**config.mk**
```make
export PLATFORM = sky130hd
export DESIGN_NAME = adc_sequencer
export DESIGN_NICKNAME = d
export VERILOG_FILES = /design/src/design/adc_seq_pkg.sv /design/src/design/adc_sequencer.sv /design/src/design/input_route.sv /design/src/design/power_control.sv
export VERILOG_INCLUDE_DIRS = /design/src /design/src/design
export SDC_FILE = /design/constraint.sdc
export NUM_CORES = 1
export LEC_CHECK = 0
export BUFFER_PORTS_ARGS = -buffer_cell sky130_fd_sc_hd__buf_2
export CORE_MARGIN = 2
export CORE_UTILIZATION = 50
export CTS_BUF_LIST = sky130_fd_sc_hd__clkbuf_4 sky130_fd_sc_hd__clkbuf_8
export DETAILED_ROUTE_END_ITERATION = 10
export GPL_ROUTABILITY_DRIVEN = 1
export PLACE_DENSITY = 0.74
export RECOVER_POWER = 100
export SLEW_MARGIN = 20
export SYNTH_ARGS = -nofsm -noshare
export SYNTH_HDL_FRONTEND = slang
export SYNTH_SLANG_ARGS = --single-unit
export TNS_END_PERCENT = 100
```
**constraint.sdc**
```tcl
create_clock -name clk_i -period 7.2 [get_ports clk_i]
set_input_delay 1.44 -clock clk_i [delete_from_list [all_inputs] [get_ports clk_i]]
set_output_delay 1.44 -clock clk_i [all_outputs]
set_load 0.01 [all_outputs]
```
**src/design/adc_seq_cfg.svh**
```systemverilog
`ifndef ADC_SEQ_CFG_SVH
`define ADC_SEQ_CFG_SVH
// wishbone byte offsets of the two words
`define CTRL_OFFSET 4'h0
`define STATUS_OFFSET 4'h4
// control word field positions
`define PM_HI 11
`define PM_LO 10
`define CODING_BIT 9
`define REF_BIT 8
`define CHAN_MSB 7
`define CHAN_LSB 5
`define TYPE_HI 4
`define TYPE_LO 3
`define LIST_SEL_BIT 2
`define CHAIN_EN_BIT 1
`define RANGE_BIT 0
// status word field positions
`define STAT_CHAN_LSB 0
`define STAT_STATE_LSB 3
`define STAT_ARMED_BIT 6
`define STAT_READY_BIT 7
`define STAT_PEND_BIT 8
`define STAT_BUSY_BIT 9
`define STAT_POWER_BIT 10
`define STAT_LIST_LSB 16
// reset values
`define CTRL_RESET 12'h000
`define LIST_RESET 8'h00
// wake-up timing
`define CLK_PERIOD_NS 8
`define WAKE_INT_NS 7000
`define WAKE_EXT_NS 600
`define WAKE_INT_CYCLES ((`WAKE_INT_NS + `CLK_PERIOD_NS - 1) / `CLK_PERIOD_NS)
`define WAKE_EXT_CYCLES ((`WAKE_EXT_NS + `CLK_PERIOD_NS - 1) / `CLK_PERIOD_NS)
`endif

```
**src/design/adc_seq_pkg.sv**
```systemverilog
package adc_seq_pkg;
   // power management field codes
   typedef enum logic [1:0] {
      POWER_NORMAL = 2'b00,
      POWER_AUTO_SHUTDOWN = 2'b01,
      POWER_AUTO_STANDBY = 2'b10,
      POWER_FULL_SHUTDOWN = 2'b11
   } power_mode_type;
   // input type field codes, {input_type_hi, input_type_lo}
   typedef enum logic [1:0] {
      TYPE_SINGLE = 2'b00,
      TYPE_PSEUDO_PAIR = 2'b01,
      TYPE_DIFF = 2'b10,
      TYPE_PSEUDO_COMMON = 2'b11
   } input_type_type;
   // sequencer states
   typedef enum logic [2:0] {
      SEQ_IDLE = 3'b001,
      SEQ_LIST = 3'b010,
      SEQ_CONSEC = 3'b100
   } seq_state_type;
   // power sequencer states
   typedef enum logic [2:0] {
      PWR_ON = 3'b001,
      PWR_WAKE = 3'b010,
      PWR_DOWN = 3'b100
   } power_state_type;
endpackage

```
**src/design/adc_sequencer.sv**
```systemverilog
`timescale 1ns/1ps
`include "adc_seq_cfg.svh"
// How it works
// - normal mode keeps everything powered always
// - auto shutdown powers off after each conversion
// - standby keeps reference; wake 7us or 600ns
// - full shutdown powers off, control word kept
// - differential: even n against n+1, odd swapped
// - first pseudo type pairs like differential
// - common pseudo: channel against input 7; sequences skip 7
// - sequencer off uses last channel field
// - after 0,1 next write loads list
// - list channels advance on each accepted start edge not in a control write cycle
// - bits 1,0 update fields, sequence continues
// - 1,1 runs channel 0 to final, repeats
// - 12-bit control word, reset to zero
// - ascending from lowest until non-1,0 write
// - pair types skip inverse orientation in sequences; sequencer off converts an odd channel field as given
module adc_sequencer (
   // clock and reset
   input wire logic clk_i,
   input wire logic rst_i,
   // wishbone slave
   input wire logic cyc_i,
   input wire logic stb_i,
   input wire logic we_i,
   input wire logic [3:0] adr_i,
   input wire logic [3:0] sel_i,
   input wire logic [31:0] dat_i,
   output logic [31:0] dat_o,
   output logic ack_o,
   // converter pins and core
   input wire logic sample_start_n_i,
   input wire logic conv_done_i,
   output logic conv_start_o,
   output logic [11:0] ctrl_word_o,
   // multiplexer selection
   output logic [2:0] pos_sel_o,
   output logic [2:0] neg_sel_o,
   output logic neg_ground_o,
   // power
   output logic core_power_o,
   output logic ref_power_o
);
   logic sync_meta; // first synchroniser stage
   logic sync_stable; // second synchroniser stage
   logic sync_prev; // delayed copy for edge detect
   logic start_edge; // falling edge seen
   logic [11:0] ctrl_word; // control word
   logic [11:0] next_ctrl; // byte-lane merged write
   logic [7:0] chan_list; // channel list
   logic list_armed; // next write goes to list
   adc_seq_pkg::seq_state_type seq_state; // sequencer state
   logic [2:0] seq_ptr; // sequence position
   logic pending; // start waiting for power
   logic busy; // conversion running
   logic ready; // power up complete
   logic wb_req; // new bus request
   logic wr_ctrl; // write to control offset
   logic take; // start accepted
   logic pair_type; // pairwise input types
   logic [1:0] itype; // input type field
   logic [1:0] pmode; // power field
   logic [2:0] chan_field; // channel field
   logic [7:0] list_ok; // eligible list channels
   logic [7:0] consec_ok; // eligible consecutive channels
   logic [7:0] active_mask; // mask of active sequence
   logic [2:0] used_chan; // channel for this start
   logic [2:0] route_pos; // decoded positive
   logic [2:0] route_neg; // decoded negative
   logic route_gnd; // decoded ground negative
   logic [31:0] status; // status word

   // lowest set bit of a mask
   function automatic logic [2:0] first_set(input logic [7:0] mask);
      logic [2:0] idx;
      idx = 3'h0;
      for (int k = 7; k >= 0; k--) begin
         if (mask[k]) begin
            idx = 3'(k);
         end
      end
      return idx;
   endfunction

   // next set bit above cur, wrapping round
   function automatic logic [2:0] next_set(input logic [2:0] cur, input logic [7:0] mask);
      logic [2:0] idx;
      logic [2:0] probe;
      idx = cur;
      for (int k = 7; k >= 1; k--) begin
         probe = cur + 3'(k);
         if (mask[probe]) begin
            idx = probe;
         end
      end
      return idx;
   endfunction

   assign pmode = ctrl_word[`PM_HI:`PM_LO];
   assign itype = ctrl_word[`TYPE_HI:`TYPE_LO];
   assign chan_field = ctrl_word[`CHAN_MSB:`CHAN_LSB];
   assign pair_type = (itype == adc_seq_pkg::TYPE_DIFF) ||
                      (itype == adc_seq_pkg::TYPE_PSEUDO_PAIR);

   // start pin synchroniser and edge
   always_ff @(posedge clk_i) begin
      if (rst_i) begin
         sync_meta <= 1'b1;
         sync_stable <= 1'b1;
         sync_prev <= 1'b1;
      end else begin
         sync_meta <= sample_start_n_i;
         sync_stable <= sync_meta;
         sync_prev <= sync_stable;
      end
   end
   assign start_edge = sync_prev & ~sync_stable;

   // bus decode
   assign wb_req = cyc_i & stb_i & ~ack_o;
   assign wr_ctrl = wb_req & we_i & (adr_i == `CTRL_OFFSET);
   assign next_ctrl = {sel_i[1] ? dat_i[11:8] : ctrl_word[11:8],
                       sel_i[0] ? dat_i[7:0] : ctrl_word[7:0]};

   // per-channel eligibility
   for (genvar i = 0; i < 8; i++) begin : g_elig
      if (i % 2 == 0) begin : g_even
         assign list_ok[i] = pair_type ? (chan_list[i] & chan_list[i+1]) : chan_list[i];
         assign consec_ok[i] = (3'(i) <= chan_field);
      end else begin : g_odd
         assign list_ok[i] = !pair_type && chan_list[i] &&
                             !(i == 7 && itype == adc_seq_pkg::TYPE_PSEUDO_COMMON);
         assign consec_ok[i] = !pair_type && (3'(i) <= chan_field) &&
                               !(i == 7 && itype == adc_seq_pkg::TYPE_PSEUDO_COMMON);
      end
   end

   // channel for the coming conversion
   always_comb begin
      active_mask = (seq_state == adc_seq_pkg::SEQ_LIST) ? list_ok : consec_ok;
      if (seq_state == adc_seq_pkg::SEQ_IDLE || active_mask == 8'h00) begin
         used_chan = chan_field;
      end else if (active_mask[seq_ptr]) begin
         used_chan = seq_ptr;
      end else begin
         used_chan = first_set(active_mask);
      end
   end

   assign take = start_edge & (pmode != adc_seq_pkg::POWER_FULL_SHUTDOWN) & ~pending & ~busy;

   // control word
   always_ff @(posedge clk_i) begin
      if (rst_i) begin
         ctrl_word <= `CTRL_RESET;
      end else if (wr_ctrl && !list_armed) begin
         ctrl_word <= next_ctrl;
      end
   end

   // channel list and sequencer state
   always_ff @(posedge clk_i) begin
      if (rst_i) begin
         chan_list <= `LIST_RESET;
         list_armed <= 1'b0;
         seq_state <= adc_seq_pkg::SEQ_IDLE;
         seq_ptr <= 3'h0;
      end else if (wr_ctrl && list_armed) begin
         if (sel_i[0]) begin
            chan_list <= dat_i[7:0];
         end
         list_armed <= 1'b0;
         seq_state <= adc_seq_pkg::SEQ_LIST;
         seq_ptr <= 3'h0;
      end else if (wr_ctrl) begin
         case ({next_ctrl[`CHAIN_EN_BIT], next_ctrl[`LIST_SEL_BIT]})
            // sequencer off
            2'b00: begin
               seq_state <= adc_seq_pkg::SEQ_IDLE;
            end
            2'b01: begin
               list_armed <= 1'b1;
               seq_state <= adc_seq_pkg::SEQ_IDLE;
            end
            2'b10: begin
               seq_state <= seq_state;
            end
            default: begin
               seq_state <= adc_seq_pkg::SEQ_CONSEC;
               seq_ptr <= 3'h0;
            end
         endcase
      end else if (take && seq_state != adc_seq_pkg::SEQ_IDLE) begin
         seq_ptr <= next_set(used_chan, active_mask);
      end
   end

   // channel decode
   input_route u_route (
      .input_type_i(itype),
      .chan_i(used_chan),
      .pos_o(route_pos),
      .neg_o(route_neg),
      .neg_ground_o(route_gnd)
   );

   // latch selection at the sampling edge
   always_ff @(posedge clk_i) begin
      if (rst_i) begin
         pos_sel_o <= 3'h0;
         neg_sel_o <= 3'h0;
         neg_ground_o <= 1'b1;
      end else if (take) begin
         pos_sel_o <= route_pos;
         neg_sel_o <= route_neg;
         neg_ground_o <= route_gnd;
      end
   end

   // conversion handshake with the core
   always_ff @(posedge clk_i) begin
      if (rst_i) begin
         pending <= 1'b0;
         busy <= 1'b0;
         conv_start_o <= 1'b0;
      end else begin
         conv_start_o <= pending & ready;
         if (take) begin
            pending <= 1'b1;
         end else if (pending && ready) begin
            pending <= 1'b0;
            busy <= 1'b1;
         end else if (busy && conv_done_i) begin
            busy <= 1'b0;
         end
      end
   end

   // power sequencing
   power_control u_power (
      .clk_i(clk_i),
      .rst_i(rst_i),
      .mode_i(pmode),
      .ext_ref_i(~ctrl_word[`REF_BIT]),
      .need_i(pending | busy),
      .core_power_o(core_power_o),
      .ref_power_o(ref_power_o),
      .ready_o(ready)
   );

   // status word
   always_comb begin
      status = 32'h0000_0000;
      status[`STAT_CHAN_LSB +: 3] = used_chan;
      status[`STAT_STATE_LSB +: 3] = seq_state;
      status[`STAT_ARMED_BIT] = list_armed;
      status[`STAT_READY_BIT] = ready;
      status[`STAT_PEND_BIT] = pending;
      status[`STAT_BUSY_BIT] = busy;
      status[`STAT_POWER_BIT] = core_power_o;
      status[`STAT_LIST_LSB +: 8] = chan_list;
   end

   // wishbone answer, one cycle after request
   always_ff @(posedge clk_i) begin
      if (rst_i) begin
         ack_o <= 1'b0;
         dat_o <= 32'h0000_0000;
      end else begin
         ack_o <= wb_req;
         if (wb_req && !we_i && adr_i == `STATUS_OFFSET) begin
            dat_o <= status;
         end else begin
            dat_o <= 32'h0000_0000;
         end
      end
   end

   assign ctrl_word_o = ctrl_word;

   // checks
   property p_normal_on;
      @(posedge clk_i) disable iff (rst_i)
      ($past(pmode) == adc_seq_pkg::POWER_NORMAL && $past(core_power_o) &&
       pmode == adc_seq_pkg::POWER_NORMAL) |-> core_power_o;
   endproperty
   a_normal_on: assert property (p_normal_on) else $error("power lost in normal mode");
   property p_auto_off;
      @(posedge clk_i) disable iff (rst_i)
      (pmode == adc_seq_pkg::POWER_AUTO_SHUTDOWN && busy && conv_done_i && !start_edge) ##1
      (pmode == adc_seq_pkg::POWER_AUTO_SHUTDOWN && !start_edge) [*2] |-> !core_power_o;
   endproperty
   a_auto_off: assert property (p_auto_off) else $error("no shutdown after conversion");
   property p_single_route;
      @(posedge clk_i) disable iff (rst_i)
      take && itype == adc_seq_pkg::TYPE_SINGLE |=>
      neg_ground_o && pos_sel_o == $past(used_chan);
   endproperty
   a_single_route: assert property (p_single_route) else $error("bad single route");
   property p_pair_route;
      @(posedge clk_i) disable iff (rst_i)
      take && pair_type |=> !neg_ground_o && neg_sel_o == (pos_sel_o ^ 3'h1);
   endproperty
   a_pair_route: assert property (p_pair_route) else $error("bad pair route");
   property p_common_route;
      @(posedge clk_i) disable iff (rst_i)
      take && itype == adc_seq_pkg::TYPE_PSEUDO_COMMON |=> neg_sel_o == 3'h7;
   endproperty
   a_common_route: assert property (p_common_route) else $error("bad common route");
   property p_idle_chan;
      @(posedge clk_i) disable iff (rst_i)
      take && seq_state == adc_seq_pkg::SEQ_IDLE |=> pos_sel_o == $past(chan_field);
   endproperty
   a_idle_chan: assert property (p_idle_chan) else $error("wrong channel, sequencer off");
   property p_list_load;
      @(posedge clk_i) disable iff (rst_i)
      wr_ctrl && list_armed && sel_i[0] |=>
      chan_list == $past(dat_i[7:0]) && ctrl_word == $past(ctrl_word);
   endproperty
   a_list_load: assert property (p_list_load) else $error("list write misrouted");
   property p_ascend;
      @(posedge clk_i) disable iff (rst_i)
      take && !wr_ctrl && seq_state == adc_seq_pkg::SEQ_LIST && active_mask != 8'h00 |=>
      seq_ptr > $past(used_chan) || seq_ptr == first_set($past(active_mask));
   endproperty
   a_ascend: assert property (p_ascend) else $error("list not ascending");
   property p_keep_seq;
      @(posedge clk_i) disable iff (rst_i)
      wr_ctrl && !list_armed && next_ctrl[`CHAIN_EN_BIT] && !next_ctrl[`LIST_SEL_BIT] |=>
      seq_state == $past(seq_state);
   endproperty
   a_keep_seq: assert property (p_keep_seq) else $error("sequence disturbed");
   property p_consec_range;
      @(posedge clk_i) disable iff (rst_i)
      take && seq_state == adc_seq_pkg::SEQ_CONSEC |-> used_chan <= chan_field;
   endproperty
   a_consec_range: assert property (p_consec_range) else $error("past final channel");
   property p_reset_zero;
      @(posedge clk_i) rst_i |=> ctrl_word == `CTRL_RESET;
   endproperty
   a_reset_zero: assert property (p_reset_zero) else $error("control not cleared");
   property p_no_inverse;
      @(posedge clk_i) disable iff (rst_i)
      take && pair_type && seq_state != adc_seq_pkg::SEQ_IDLE && active_mask != 8'h00 |->
      !used_chan[0];
   endproperty
   a_no_inverse: assert property (p_no_inverse) else $error("inverse pair converted");
   c_list_run: cover property (@(posedge clk_i) disable iff (rst_i)
      take && seq_state == adc_seq_pkg::SEQ_LIST);
   c_consec_run: cover property (@(posedge clk_i) disable iff (rst_i)
      take && seq_state == adc_seq_pkg::SEQ_CONSEC);
   c_conv: cover property (@(posedge clk_i) disable iff (rst_i) conv_start_o);
endmodule // adc_sequencer

```
**src/design/input_route.sv**
```systemverilog
`timescale 1ns/1ps
// channel code to positive / negative multiplexer selection
module input_route (
   // selection request
   input wire logic [1:0] input_type_i,
   input wire logic [2:0] chan_i,
   // multiplexer selection
   output logic [2:0] pos_o,
   output logic [2:0] neg_o,
   output logic neg_ground_o
);
   // pure decode, no state
   always_comb begin
      pos_o = chan_i;
      neg_o = 3'h0;
      neg_ground_o = 1'b0;
      case (input_type_i)
         adc_seq_pkg::TYPE_SINGLE: begin
            neg_ground_o = 1'b1;
         end
         adc_seq_pkg::TYPE_DIFF: begin
            neg_o = chan_i ^ 3'h1;
         end
         adc_seq_pkg::TYPE_PSEUDO_PAIR: begin
            neg_o = chan_i ^ 3'h1;
         end
         adc_seq_pkg::TYPE_PSEUDO_COMMON: begin
            neg_o = 3'h7;
         end
         default: begin
            neg_ground_o = 1'b1;
         end
      endcase
   end
endmodule // input_route

```
**src/design/power_control.sv**
```systemverilog
`timescale 1ns/1ps
`include "adc_seq_cfg.svh"
// power sequencing of core and reference
module power_control (
   // clock and reset
   input wire logic clk_i,
   input wire logic rst_i,
   // control
   input wire logic [1:0] mode_i,
   input wire logic ext_ref_i,
   input wire logic need_i,
   // power state
   output logic core_power_o,
   output logic ref_power_o,
   output logic ready_o
);
   adc_seq_pkg::power_state_type state; // current state
   adc_seq_pkg::power_state_type next_state; // next state
   logic [9:0] wake_count; // cycles left in wake
   logic [9:0] wake_load; // wake length minus one
   logic auto_mode; // auto shutdown or standby
   assign auto_mode = (mode_i == adc_seq_pkg::POWER_AUTO_SHUTDOWN) ||
                      (mode_i == adc_seq_pkg::POWER_AUTO_STANDBY);
   assign wake_load = ext_ref_i ? 10'(`WAKE_EXT_CYCLES - 1) : 10'(`WAKE_INT_CYCLES - 1);
   // next state decode
   always_comb begin
      next_state = state;
      case (state)
         adc_seq_pkg::PWR_ON: begin
            if (mode_i == adc_seq_pkg::POWER_FULL_SHUTDOWN || (auto_mode && !need_i)) begin
               next_state = adc_seq_pkg::PWR_DOWN;
            end
         end
         adc_seq_pkg::PWR_WAKE: begin
            if (mode_i == adc_seq_pkg::POWER_FULL_SHUTDOWN) begin
               next_state = adc_seq_pkg::PWR_DOWN;
            end else if (wake_count == 10'h000) begin
               next_state = adc_seq_pkg::PWR_ON;
            end
         end
         adc_seq_pkg::PWR_DOWN: begin
            if (mode_i == adc_seq_pkg::POWER_NORMAL || (auto_mode && need_i)) begin
               next_state = adc_seq_pkg::PWR_WAKE;
            end
         end
         default: begin
            next_state = adc_seq_pkg::PWR_DOWN;
         end
      endcase
   end
   // state register
   always_ff @(posedge clk_i) begin
      if (rst_i) begin
         state <= adc_seq_pkg::PWR_ON;
      end else begin
         state <= next_state;
      end
   end
   // wake counter
   always_ff @(posedge clk_i) begin
      if (rst_i) begin
         wake_count <= 10'h000;
      end else if (state != adc_seq_pkg::PWR_WAKE) begin
         wake_count <= wake_load;
      end else if (wake_count != 10'h000) begin
         wake_count <= wake_count - 10'h001;
      end
   end
   // registered power outputs
   always_ff @(posedge clk_i) begin
      if (rst_i) begin
         core_power_o <= 1'b1;
         ref_power_o <= 1'b1;
         ready_o <= 1'b1;
      end else begin
         core_power_o <= (next_state != adc_seq_pkg::PWR_DOWN);
         ref_power_o <= (next_state != adc_seq_pkg::PWR_DOWN) ||
                        (mode_i == adc_seq_pkg::POWER_AUTO_STANDBY);
         ready_o <= (next_state == adc_seq_pkg::PWR_ON);
      end
   end
   // checks
   property p_standby_ref;
      @(posedge clk_i) disable iff (rst_i)
      ($past(mode_i) == adc_seq_pkg::POWER_AUTO_STANDBY &&
       mode_i == adc_seq_pkg::POWER_AUTO_STANDBY) |-> ref_power_o;
   endproperty
   a_standby_ref: assert property (p_standby_ref) else $error("reference off in standby");
   property p_full_off;
      @(posedge clk_i) disable iff (rst_i)
      ($past(mode_i) == adc_seq_pkg::POWER_FULL_SHUTDOWN &&
       mode_i == adc_seq_pkg::POWER_FULL_SHUTDOWN) |-> !core_power_o && !ref_power_o;
   endproperty
   a_full_off: assert property (p_full_off) else $error("power on in full shutdown");
   property p_ext_wake;
      @(posedge clk_i) disable iff (rst_i)
      (state == adc_seq_pkg::PWR_DOWN && next_state == adc_seq_pkg::PWR_WAKE && ext_ref_i &&
       mode_i == adc_seq_pkg::POWER_AUTO_STANDBY) ##1
      (mode_i == adc_seq_pkg::POWER_AUTO_STANDBY && ext_ref_i) [*8] |-> !ready_o;
   endproperty
   a_ext_wake: assert property (p_ext_wake) else $error("ready too early after wake");
   c_wake: cover property (@(posedge clk_i) disable iff (rst_i) $rose(ready_o));
endmodule // power_control

```
# Yosys cells after proc, flatten, opt, wreduce, memory -nomap -nowiden
# Index checks and enable logic that the tools add are counted.
# totals
output_inout_bits	55
inputBits	47
wordCells	206
ff_bits	89
# classes
addsub	8
bitwise_logic	22
order_cmp	16
n_mux	59
n_eq_ne	21
n_reduce_logical	55
# op_table
op	count
$mux 3	25
$lt 3x4->1 const B	8
$mux 10	3
$bmux 1 s3	8
$logic_and 1x1->1	19
$mux 1	17
$reduce_and 2->1	8
$and 1x1->1	13
$add 3x3->3 const B	4
$le 3x3->1 const A	4
$pmux 3 s2	2
$eq 2x2->1 const B	5
$logic_not 10->1	1
$reduce_bool 10->1	1
$reduce_bool 2->1	5
$sub 10x1->10 const B	1
$eq 3x1->1 const B	3
$pmux 3 s3	1
$logic_not 8->1	1
$mux 8	1
$not 1->1	8
$reduce_or 2->1	4
$add 3x2->3 const B	2
$eq 2x1->1 const B	3
17 further kinds	34

# Depth between registers and ports, before layout
# logic_depth
ltp_word	28
ltp_mapped	20

# Hierarchy
# From an unflattened synthesis, not the netlist that was laid out.
# unflattened
cells_unflattened	581
hier_area_um2	4790.8
# by_module_without_submodules
module	seq_area_each_um2	instances	cells_each	area_per_inst_um2
adc_sequencer	1201.2	1	475	3863.7
power_control	320.3	1	91	823.3
input_route	0.0	1	15	103.8

# Worst setup path after synthesis
# Ideal clock, no wire load.
# synth_timing
path_kind	reg-to-reg
startpoint	register ctrl_word[3] (netlist: ctrl_word_o[3])
endpoint	register seq_ptr[1]
path_stages_with_launch	20
slack_ns	3.183
arrival_time_ns	3.895
path_buffers	2
required_ns	7.078
cell_sequence	dfxtp_1 > inv_1 > ha_1 > nand2b_1 > a21oi_2 > a21oi_1 > and4_1 > buf_2 > o32a_4 > a21o_4 > buf_2 > inv_1 > ha_1 > xnor2_4 > and2_1 > a221o_1 > nor3b_1 > mux2i_1 > nor2_1 > o32a_1
# synth_via
elab_chain_cells	28
elab_cells_between_ends	65
classes_between	7 x add/sub; 3 x eq/ne; 40 x mux; 15 x reduce/logical
# synth_lines
element	line_no	source
start, declared	adc_sequencer.sv:49	logic [11:0] ctrl_word;
start signal, assigned	adc_sequencer.sv:156	ctrl_word <= `CTRL_RESET;
start signal, assigned	adc_sequencer.sv:158	ctrl_word <= next_ctrl;
$eq 2x2->1 or $eq 2x1->1 (tied branches)	adc_sequencer.sv:103, adc_sequencer.sv:104	
$logic_or 1x1->1	adc_sequencer.sv:103	assign pair_type = (itype == adc_seq_pkg::TYPE_DIFF) ||
$logic_not 1->1	adc_sequencer.sv:132, adc_sequencer.sv:134	
$logic_and 1x1->1, on equally long branches (2 in a row)	adc_sequencer.sv:134, adc_sequencer.sv:132	
$mux 8 *	adc_sequencer.sv:141	active_mask = (seq_state == adc_seq_pkg::SEQ_LIST) ? list_ok : consec_ok;
$mux 3 (8 in a row)	adc_sequencer.sv:79	if (mask[k]) begin
$mux 3	adc_sequencer.sv:144	end else if (active_mask[seq_ptr]) begin
$mux 3 *	adc_sequencer.sv:142	if (seq_state == adc_seq_pkg::SEQ_IDLE || active_mask == 8'h00) begin
via route_pos[0]	adc_sequencer.sv:69	logic [2:0] route_pos;
$add 3x3->3	adc_sequencer.sv:92	probe = cur + 3'(k);
$bmux 1 s3	adc_sequencer.sv:93	if (mask[probe]) begin
$mux 1 (not written as such)	adc_sequencer.sv:93	
$mux 3 (6 in a row)	adc_sequencer.sv:93	
$mux 3 *	adc_sequencer.sv:93	
$mux 3 *	adc_sequencer.sv:194	end else if (take && seq_state != adc_seq_pkg::SEQ_IDLE) begin
$mux 3 *	adc_sequencer.sv:176	end else if (wr_ctrl) begin
end signal, assigned	adc_sequencer.sv:195	seq_ptr <= next_set(used_chan, active_mask);
end, declared	adc_sequencer.sv:54	logic [2:0] seq_ptr;
# Mark *: on every way through the listed nets, which the timed path passes. The rest lies on a longest branch. The select of a mux whose other input is x is not followed.
# A chain may end at the register's enable or synchronous reset.

# Final worst setup path
# layout_timing
startpoint	register ctrl_word[4] (netlist: ctrl_word_o[4])
endpoint	register seq_ptr[2]
# Same word-level chain as after synthesis.

==> impl_summary.txt <==
----------------------------------------------------
[Power]
  Cell-internal power ... around 630 uW
  Power per Cell Area ... 163.4 nW/um^2
  Combinational share of power ... 0.061
  Part of the total power dissipated in sequential elements ... 0.526
  Clk network pwr share ... 0.413
  Leakage dissipation ... 0.001864 uW
  Switch share ... 0.2345
  VDD IR-drop max ... between 0.1 and 0.15 mV
  Net switching component of the power ... 193.4 uW

[Logic synthesis]
  Sequential element share of the synthesized area ... 0.3264
  Average instance area after synthesis ... between 8 and 9 sq um
  Adder-Cell Fraction of Synth Area ... 0.02577
  Main combinational cell family by area after synthesis ... compound AO/OA/AOI/OAI gates
  Cell area after synthesis ... 4661 sq um
  Post-synthesis share of cell area spent on xor and xnor gates ... 0.01691
  Most frequently used flop master after synthesis ... sky130_fd_sc_hd__dfxtp_1
  Count of different cell masters after synthesis ... 85
  Multiplexer area fraction after synthesis ... 0.06174
  Flip-flop and latch count after synthesis ... 76
  Synthesized instance count ... between 500 and 600
  Compound-gate portion of the synthesized area ... 0.2532
  Number of synthesized flops with an enable pin ... 0
  Area fraction in and, or, nand and nor cells after synthesis ... 0.2446
  Ys Warns ... 0
  Async S/R FF share, synth ... 0

[Routing]
  Residual DRC ... 0
  Antenna viol nets, final ... 0
  DRC marker count from the first detailed-route iteration ... 275
  Post-detailed-route via-to-cell ratio ... 5.977
  Aggregate routed wire length ... 11.71 mm
  Pre-Repair DR Iteration Count ... 5
  Vias ... 4399
  Drt wl/cell ... 15.90 um

[Worst setup path]
  Largest driver fanout on the critical path ... 19
  Element type at the critical path start ... register
  Crit Path Category ... reg -> reg
  Data arrival time of the worst path ... 5.79 ns
  Start point of the critical path ... ctrl_word_o[4]
  Launch point of the worst reg-to-reg path ... ctrl_word_o[4]
  Register-to-register setup slack ... 1.62 ns
  Worst Setup End Kind ... register
  Required time at the worst-slack endpoint ... 7.42 ns

[Die]
  X dimension of the die ... 100.5 um
  Starting density of the core ... 0.5092
  Die span in y ... 100.5 um
  Total number of placement rows ... 35
  IO Count ... 102
  Placeable core region ... 9153 sq um
  Die ar. ... 10110 sq um

[Global routing]
  Number of global-route vias before repair ... between 3000 and 4000
  Total congestion overflow ... 0
  Wire length of the first global-routing pass ... 19.22 mm
  Maximum number of pins on one net before global-route repair ... 52
  Number of antenna violations at the first check in global routing ... 0
  Global Route Usage Sum ... 0.2363

[Clock network]
  Clock latency on the worst-skew pair ... around 0.34 ns
  CTS clk-pin slew, worst paths ... 0.08 ns
  Inserted Clock Buffers ... 9
  Post-CTS Repair Setup Buffers ... 0
  Number of clock sinks seen by CTS ... 76
  Gates resized, CTS repair ... 0
  Clock Tree Root ... sky130_fd_sc_hd__clkbuf_8
  CTS Buffer Depth ... 2
  Post-CTS Hold Buffers ... 0
  TritonCTS clock tree ... built
  H-tree depth ... 3

[Job]
  Number of max-cap violations ... 1

[Outcome]
  Run status ... finished with violations
  Violated checks ... max-capacitance violations, max-slew violations

[Placed design]
  Routability cong. ... 0.9286
  Cell area reported after detailed placement ... 4928 sq um
  Port-buffer cells ... 66
  Half-perimeter wire length after detailed placement ... 8.676 mm

[Timing]
  Pin slew with the least headroom to its limit ... 2.092 ns
  Period minus WS final ... 5.575 ns
  Max Freq ... 179.4 MHz
  Unrepaired setup endpoints after global routing ... false
  Setup Total Neg Slack ... 0 ns
  Max-slew violations ... 52
  Worst-case headroom to the max-slew limit ... -0.3946
  Final hold violations ... 0
  Final Skew ... 0.008926 ns
  Setup violators final ... 0
  Share of the clock period used by the worst path ... 0.7744

[Final layout]
  Area used by multi-input combinational logic ... 2814 sq um
  # nets final ... just under 700
  Area growth from synthesis to layout ... 8.268%
  Layout cell share with drive strength beyond 1 ... 0.1120
  Post-route standard cell area excluding fillers ... between 5000 and 6000 sq um
  Antenna diode instance count ... 0
  Number of fill cells in the layout ... 863
  Area taken by flip-flops and latches ... 1521 sq um

[Worst hold path]
  Type of the most critical hold path ... reg -> reg
  Hold path startpoint ... sync_meta

----------------------------------------------------
==> worst paths after layout <==
path	endpoint	cells past startpoint
hold reg to reg	sync_stable	1
hold / removal	sync_stable	1
setup reg to reg	seq_ptr[2]	16
setup / recovery	seq_ptr[2]	16
==> critical path, cell delays in order (launching register included) <==
cell and delay (ns):
sky130_fd_sc_hd__dfxtp_1 0.42, sky130_fd_sc_hd__inv_1 0.07, sky130_fd_sc_hd__ha_1 0.61, sky130_fd_sc_hd__inv_1 0.18, sky130_fd_sc_hd__maj3_1 0.40, sky130_fd_sc_hd__nand2b_1 0.20
sky130_fd_sc_hd__o21a_1 0.45, sky130_fd_sc_hd__nor2_1 0.18, sky130_fd_sc_hd__a31o_1 0.45, sky130_fd_sc_hd__inv_1 0.29, sky130_fd_sc_hd__ha_1 0.27, sky130_fd_sc_hd__xnor2_1 0.71
sky130_fd_sc_hd__mux2i_1 0.34, sky130_fd_sc_hd__mux2i_1 0.22, sky130_fd_sc_hd__or3_1 0.41, sky130_fd_sc_hd__a22oi_1 0.14, sky130_fd_sc_hd__o21ai_0 0.10
==> cell type report <==
| cell class | instances | share of cell area |
|---|---|---|
| clock inverters | 5 | 0.01289 |
| clock buffers | 11 | 0.03000 |
| flip-flops and latches | 76 | 0.3015 |
| well taps | 111 | 0.02752 |
| inverters | 20 | 0.01488 |
| repair buffers | 67 | 0.05554 |
| multi-input cells | 446 | 0.5576 |
==> power groups by stage <==
stage / combinational [uW] / clock [uW] / sequential [uW]
2_1_floorplan: 38.0 / 0 / 444
4_1_cts: 50.8 / 347 / 433
6_report: 50.2 / 341 / 434
3_3_place_gp: 49.4 / 0 / 443
5_1_grt: 56.2 / 367 / 435
3_5_place_dp: 50.6 / 0 / 443
==> synth_stat cells, types with 3 or more instances <==
cell type,count,share of area
sky130_fd_sc_hd__dfxtp_1,76,0.33
sky130_fd_sc_hd__nand2_1,71,0.057
sky130_fd_sc_hd__a21oi_1,52,0.056
sky130_fd_sc_hd__nor2_1,47,0.038
sky130_fd_sc_hd__and2_1,24,0.032
sky130_fd_sc_hd__nor3_1,24,0.026
sky130_fd_sc_hd__clkbuf_1,19,0.015
sky130_fd_sc_hd__mux2i_1,18,0.039
sky130_fd_sc_hd__inv_1,16,0.013
sky130_fd_sc_hd__o21ai_0,16,0.017
sky130_fd_sc_hd__buf_4,13,0.021
sky130_fd_sc_hd__nand2b_1,12,0.016
sky130_fd_sc_hd__a211oi_1,10,0.016
sky130_fd_sc_hd__nand3_1,10,0.011
sky130_fd_sc_hd__o22ai_1,10,0.013
sky130_fd_sc_hd__ha_1,8,0.021
sky130_fd_sc_hd__o211ai_1,8,0.013
sky130_fd_sc_hd__nor4_1,6,0.0081
sky130_fd_sc_hd__or2_2,6,0.0081
sky130_fd_sc_hd__a31oi_1,5,0.0067
sky130_fd_sc_hd__buf_2,5,0.0054
sky130_fd_sc_hd__buf_6,5,0.012
sky130_fd_sc_hd__o31ai_1,5,0.0081
sky130_fd_sc_hd__and3_1,4,0.0054
sky130_fd_sc_hd__nor3b_1,4,0.0064
sky130_fd_sc_hd__or3_1,4,0.0054
sky130_fd_sc_hd__xnor2_1,4,0.0075
sky130_fd_sc_hd__a211o_1,3,0.0056
sky130_fd_sc_hd__a22oi_1,3,0.0048
sky130_fd_sc_hd__inv_2,3,0.0024
sky130_fd_sc_hd__mux2_2,3,0.0072
sky130_fd_sc_hd__nor4b_1,3,0.0056
sky130_fd_sc_hd__o21ai_1,3,0.0032
sky130_fd_sc_hd__o21bai_1,3,0.0048
sky130_fd_sc_hd__o31a_1,3,0.0056
sky130_fd_sc_hd__o32ai_1,3,0.0056
==> metrics by stage <==
stage | std cells | setup WS [ns] | power (uW) | utilization | hold slack (ns)
2_1_floorplan | 585 | 3.183 | 481.6 | - | 0.3895
3_3_place_gp | 720 | 2.499 | 492.5 | 0.5385 | 0.4000
3_5_place_dp | 720 | 2.422 | 493.9 | 0.5385 | 0.4240
4_1_cts | 736 | 2.398 | 831.0 | 0.5621 | 0.4445
5_1_grt | 736 | 1.206 | 857.8 | 0.5513 | 0.4543
6_report | 736 | 1.625 | 824.6 | 0.5513 | 0.4357
==> cell usage in the layout, fill, tap and decap left out, types with 4 or more instances in the layout <==
| master | count |
|---|---|
| sky130_fd_sc_hd__mux2i_1 | 19 |
| sky130_fd_sc_hd__nor3b_1 | 4 |
| sky130_fd_sc_hd__clkbuf_1 | 44 |
| sky130_fd_sc_hd__nand2_1 | 71 |
| sky130_fd_sc_hd__o22ai_1 | 10 |
| sky130_fd_sc_hd__clkbuf_8 | 11 |
| sky130_fd_sc_hd__nor3_1 | 24 |
| sky130_fd_sc_hd__a211oi_1 | 10 |
| sky130_fd_sc_hd__inv_1 | 18 |
| sky130_fd_sc_hd__o211ai_1 | 8 |
| sky130_fd_sc_hd__and2_1 | 16 |
| sky130_fd_sc_hd__nor2_1 | 47 |
| sky130_fd_sc_hd__o21ai_0 | 17 |
| sky130_fd_sc_hd__buf_2 | 23 |
| sky130_fd_sc_hd__a21oi_1 | 52 |
| sky130_fd_sc_hd__xnor2_1 | 5 |
| sky130_fd_sc_hd__a31oi_1 | 5 |
| sky130_fd_sc_hd__o31ai_1 | 5 |
| sky130_fd_sc_hd__conb_1 | 13 |
| sky130_fd_sc_hd__dfxtp_1 | 76 |
| sky130_fd_sc_hd__and3_1 | 4 |
| sky130_fd_sc_hd__nand2b_1 | 12 |
| sky130_fd_sc_hd__or3_1 | 4 |
| sky130_fd_sc_hd__nor4_1 | 6 |
| sky130_fd_sc_hd__or2_2 | 6 |
| sky130_fd_sc_hd__nand3_1 | 10 |
| sky130_fd_sc_hd__ha_1 | 8 |
| sky130_fd_sc_hd__and2_0 | 8 |
==> per-layer routing <==
metal  wire [um]  vias to the layer above  share of wire  track usage
li1            -                     2147              -            -
met1        5244                     2043           0.45       0.3125
met2        5408                      186           0.46       0.3810
met3         801                       23          0.068      0.05548
met4         252                        0          0.022      0.07798
met5           0                        -              0            0
==> sequential cells by signal, summed over array words and instances (netlist names), 3 cells and up <==
signal and count:
dat_o 19, u_power.wake_count 10, seq_state 3, seq_ptr 3, chan_list 8, u_power.state 3
neg_sel_o 3, pos_sel_o 3, ctrl_word_o 12
==> kinds of logic (layout without fill, tap and decap cells) <==
family                     count (synthesis)  in the layout
other                                      1             13
muxes                                     25             25
DFF                                       76             76
adders and majority gates                 10             10
xor gates and xnor gates                   6              6
and+or+nand+nor                          229            229
buffers and inverters                     63            103
AOI/OAI and AO/OA                        163            163
No activity file was read; power rests on OpenSTA's default activity.
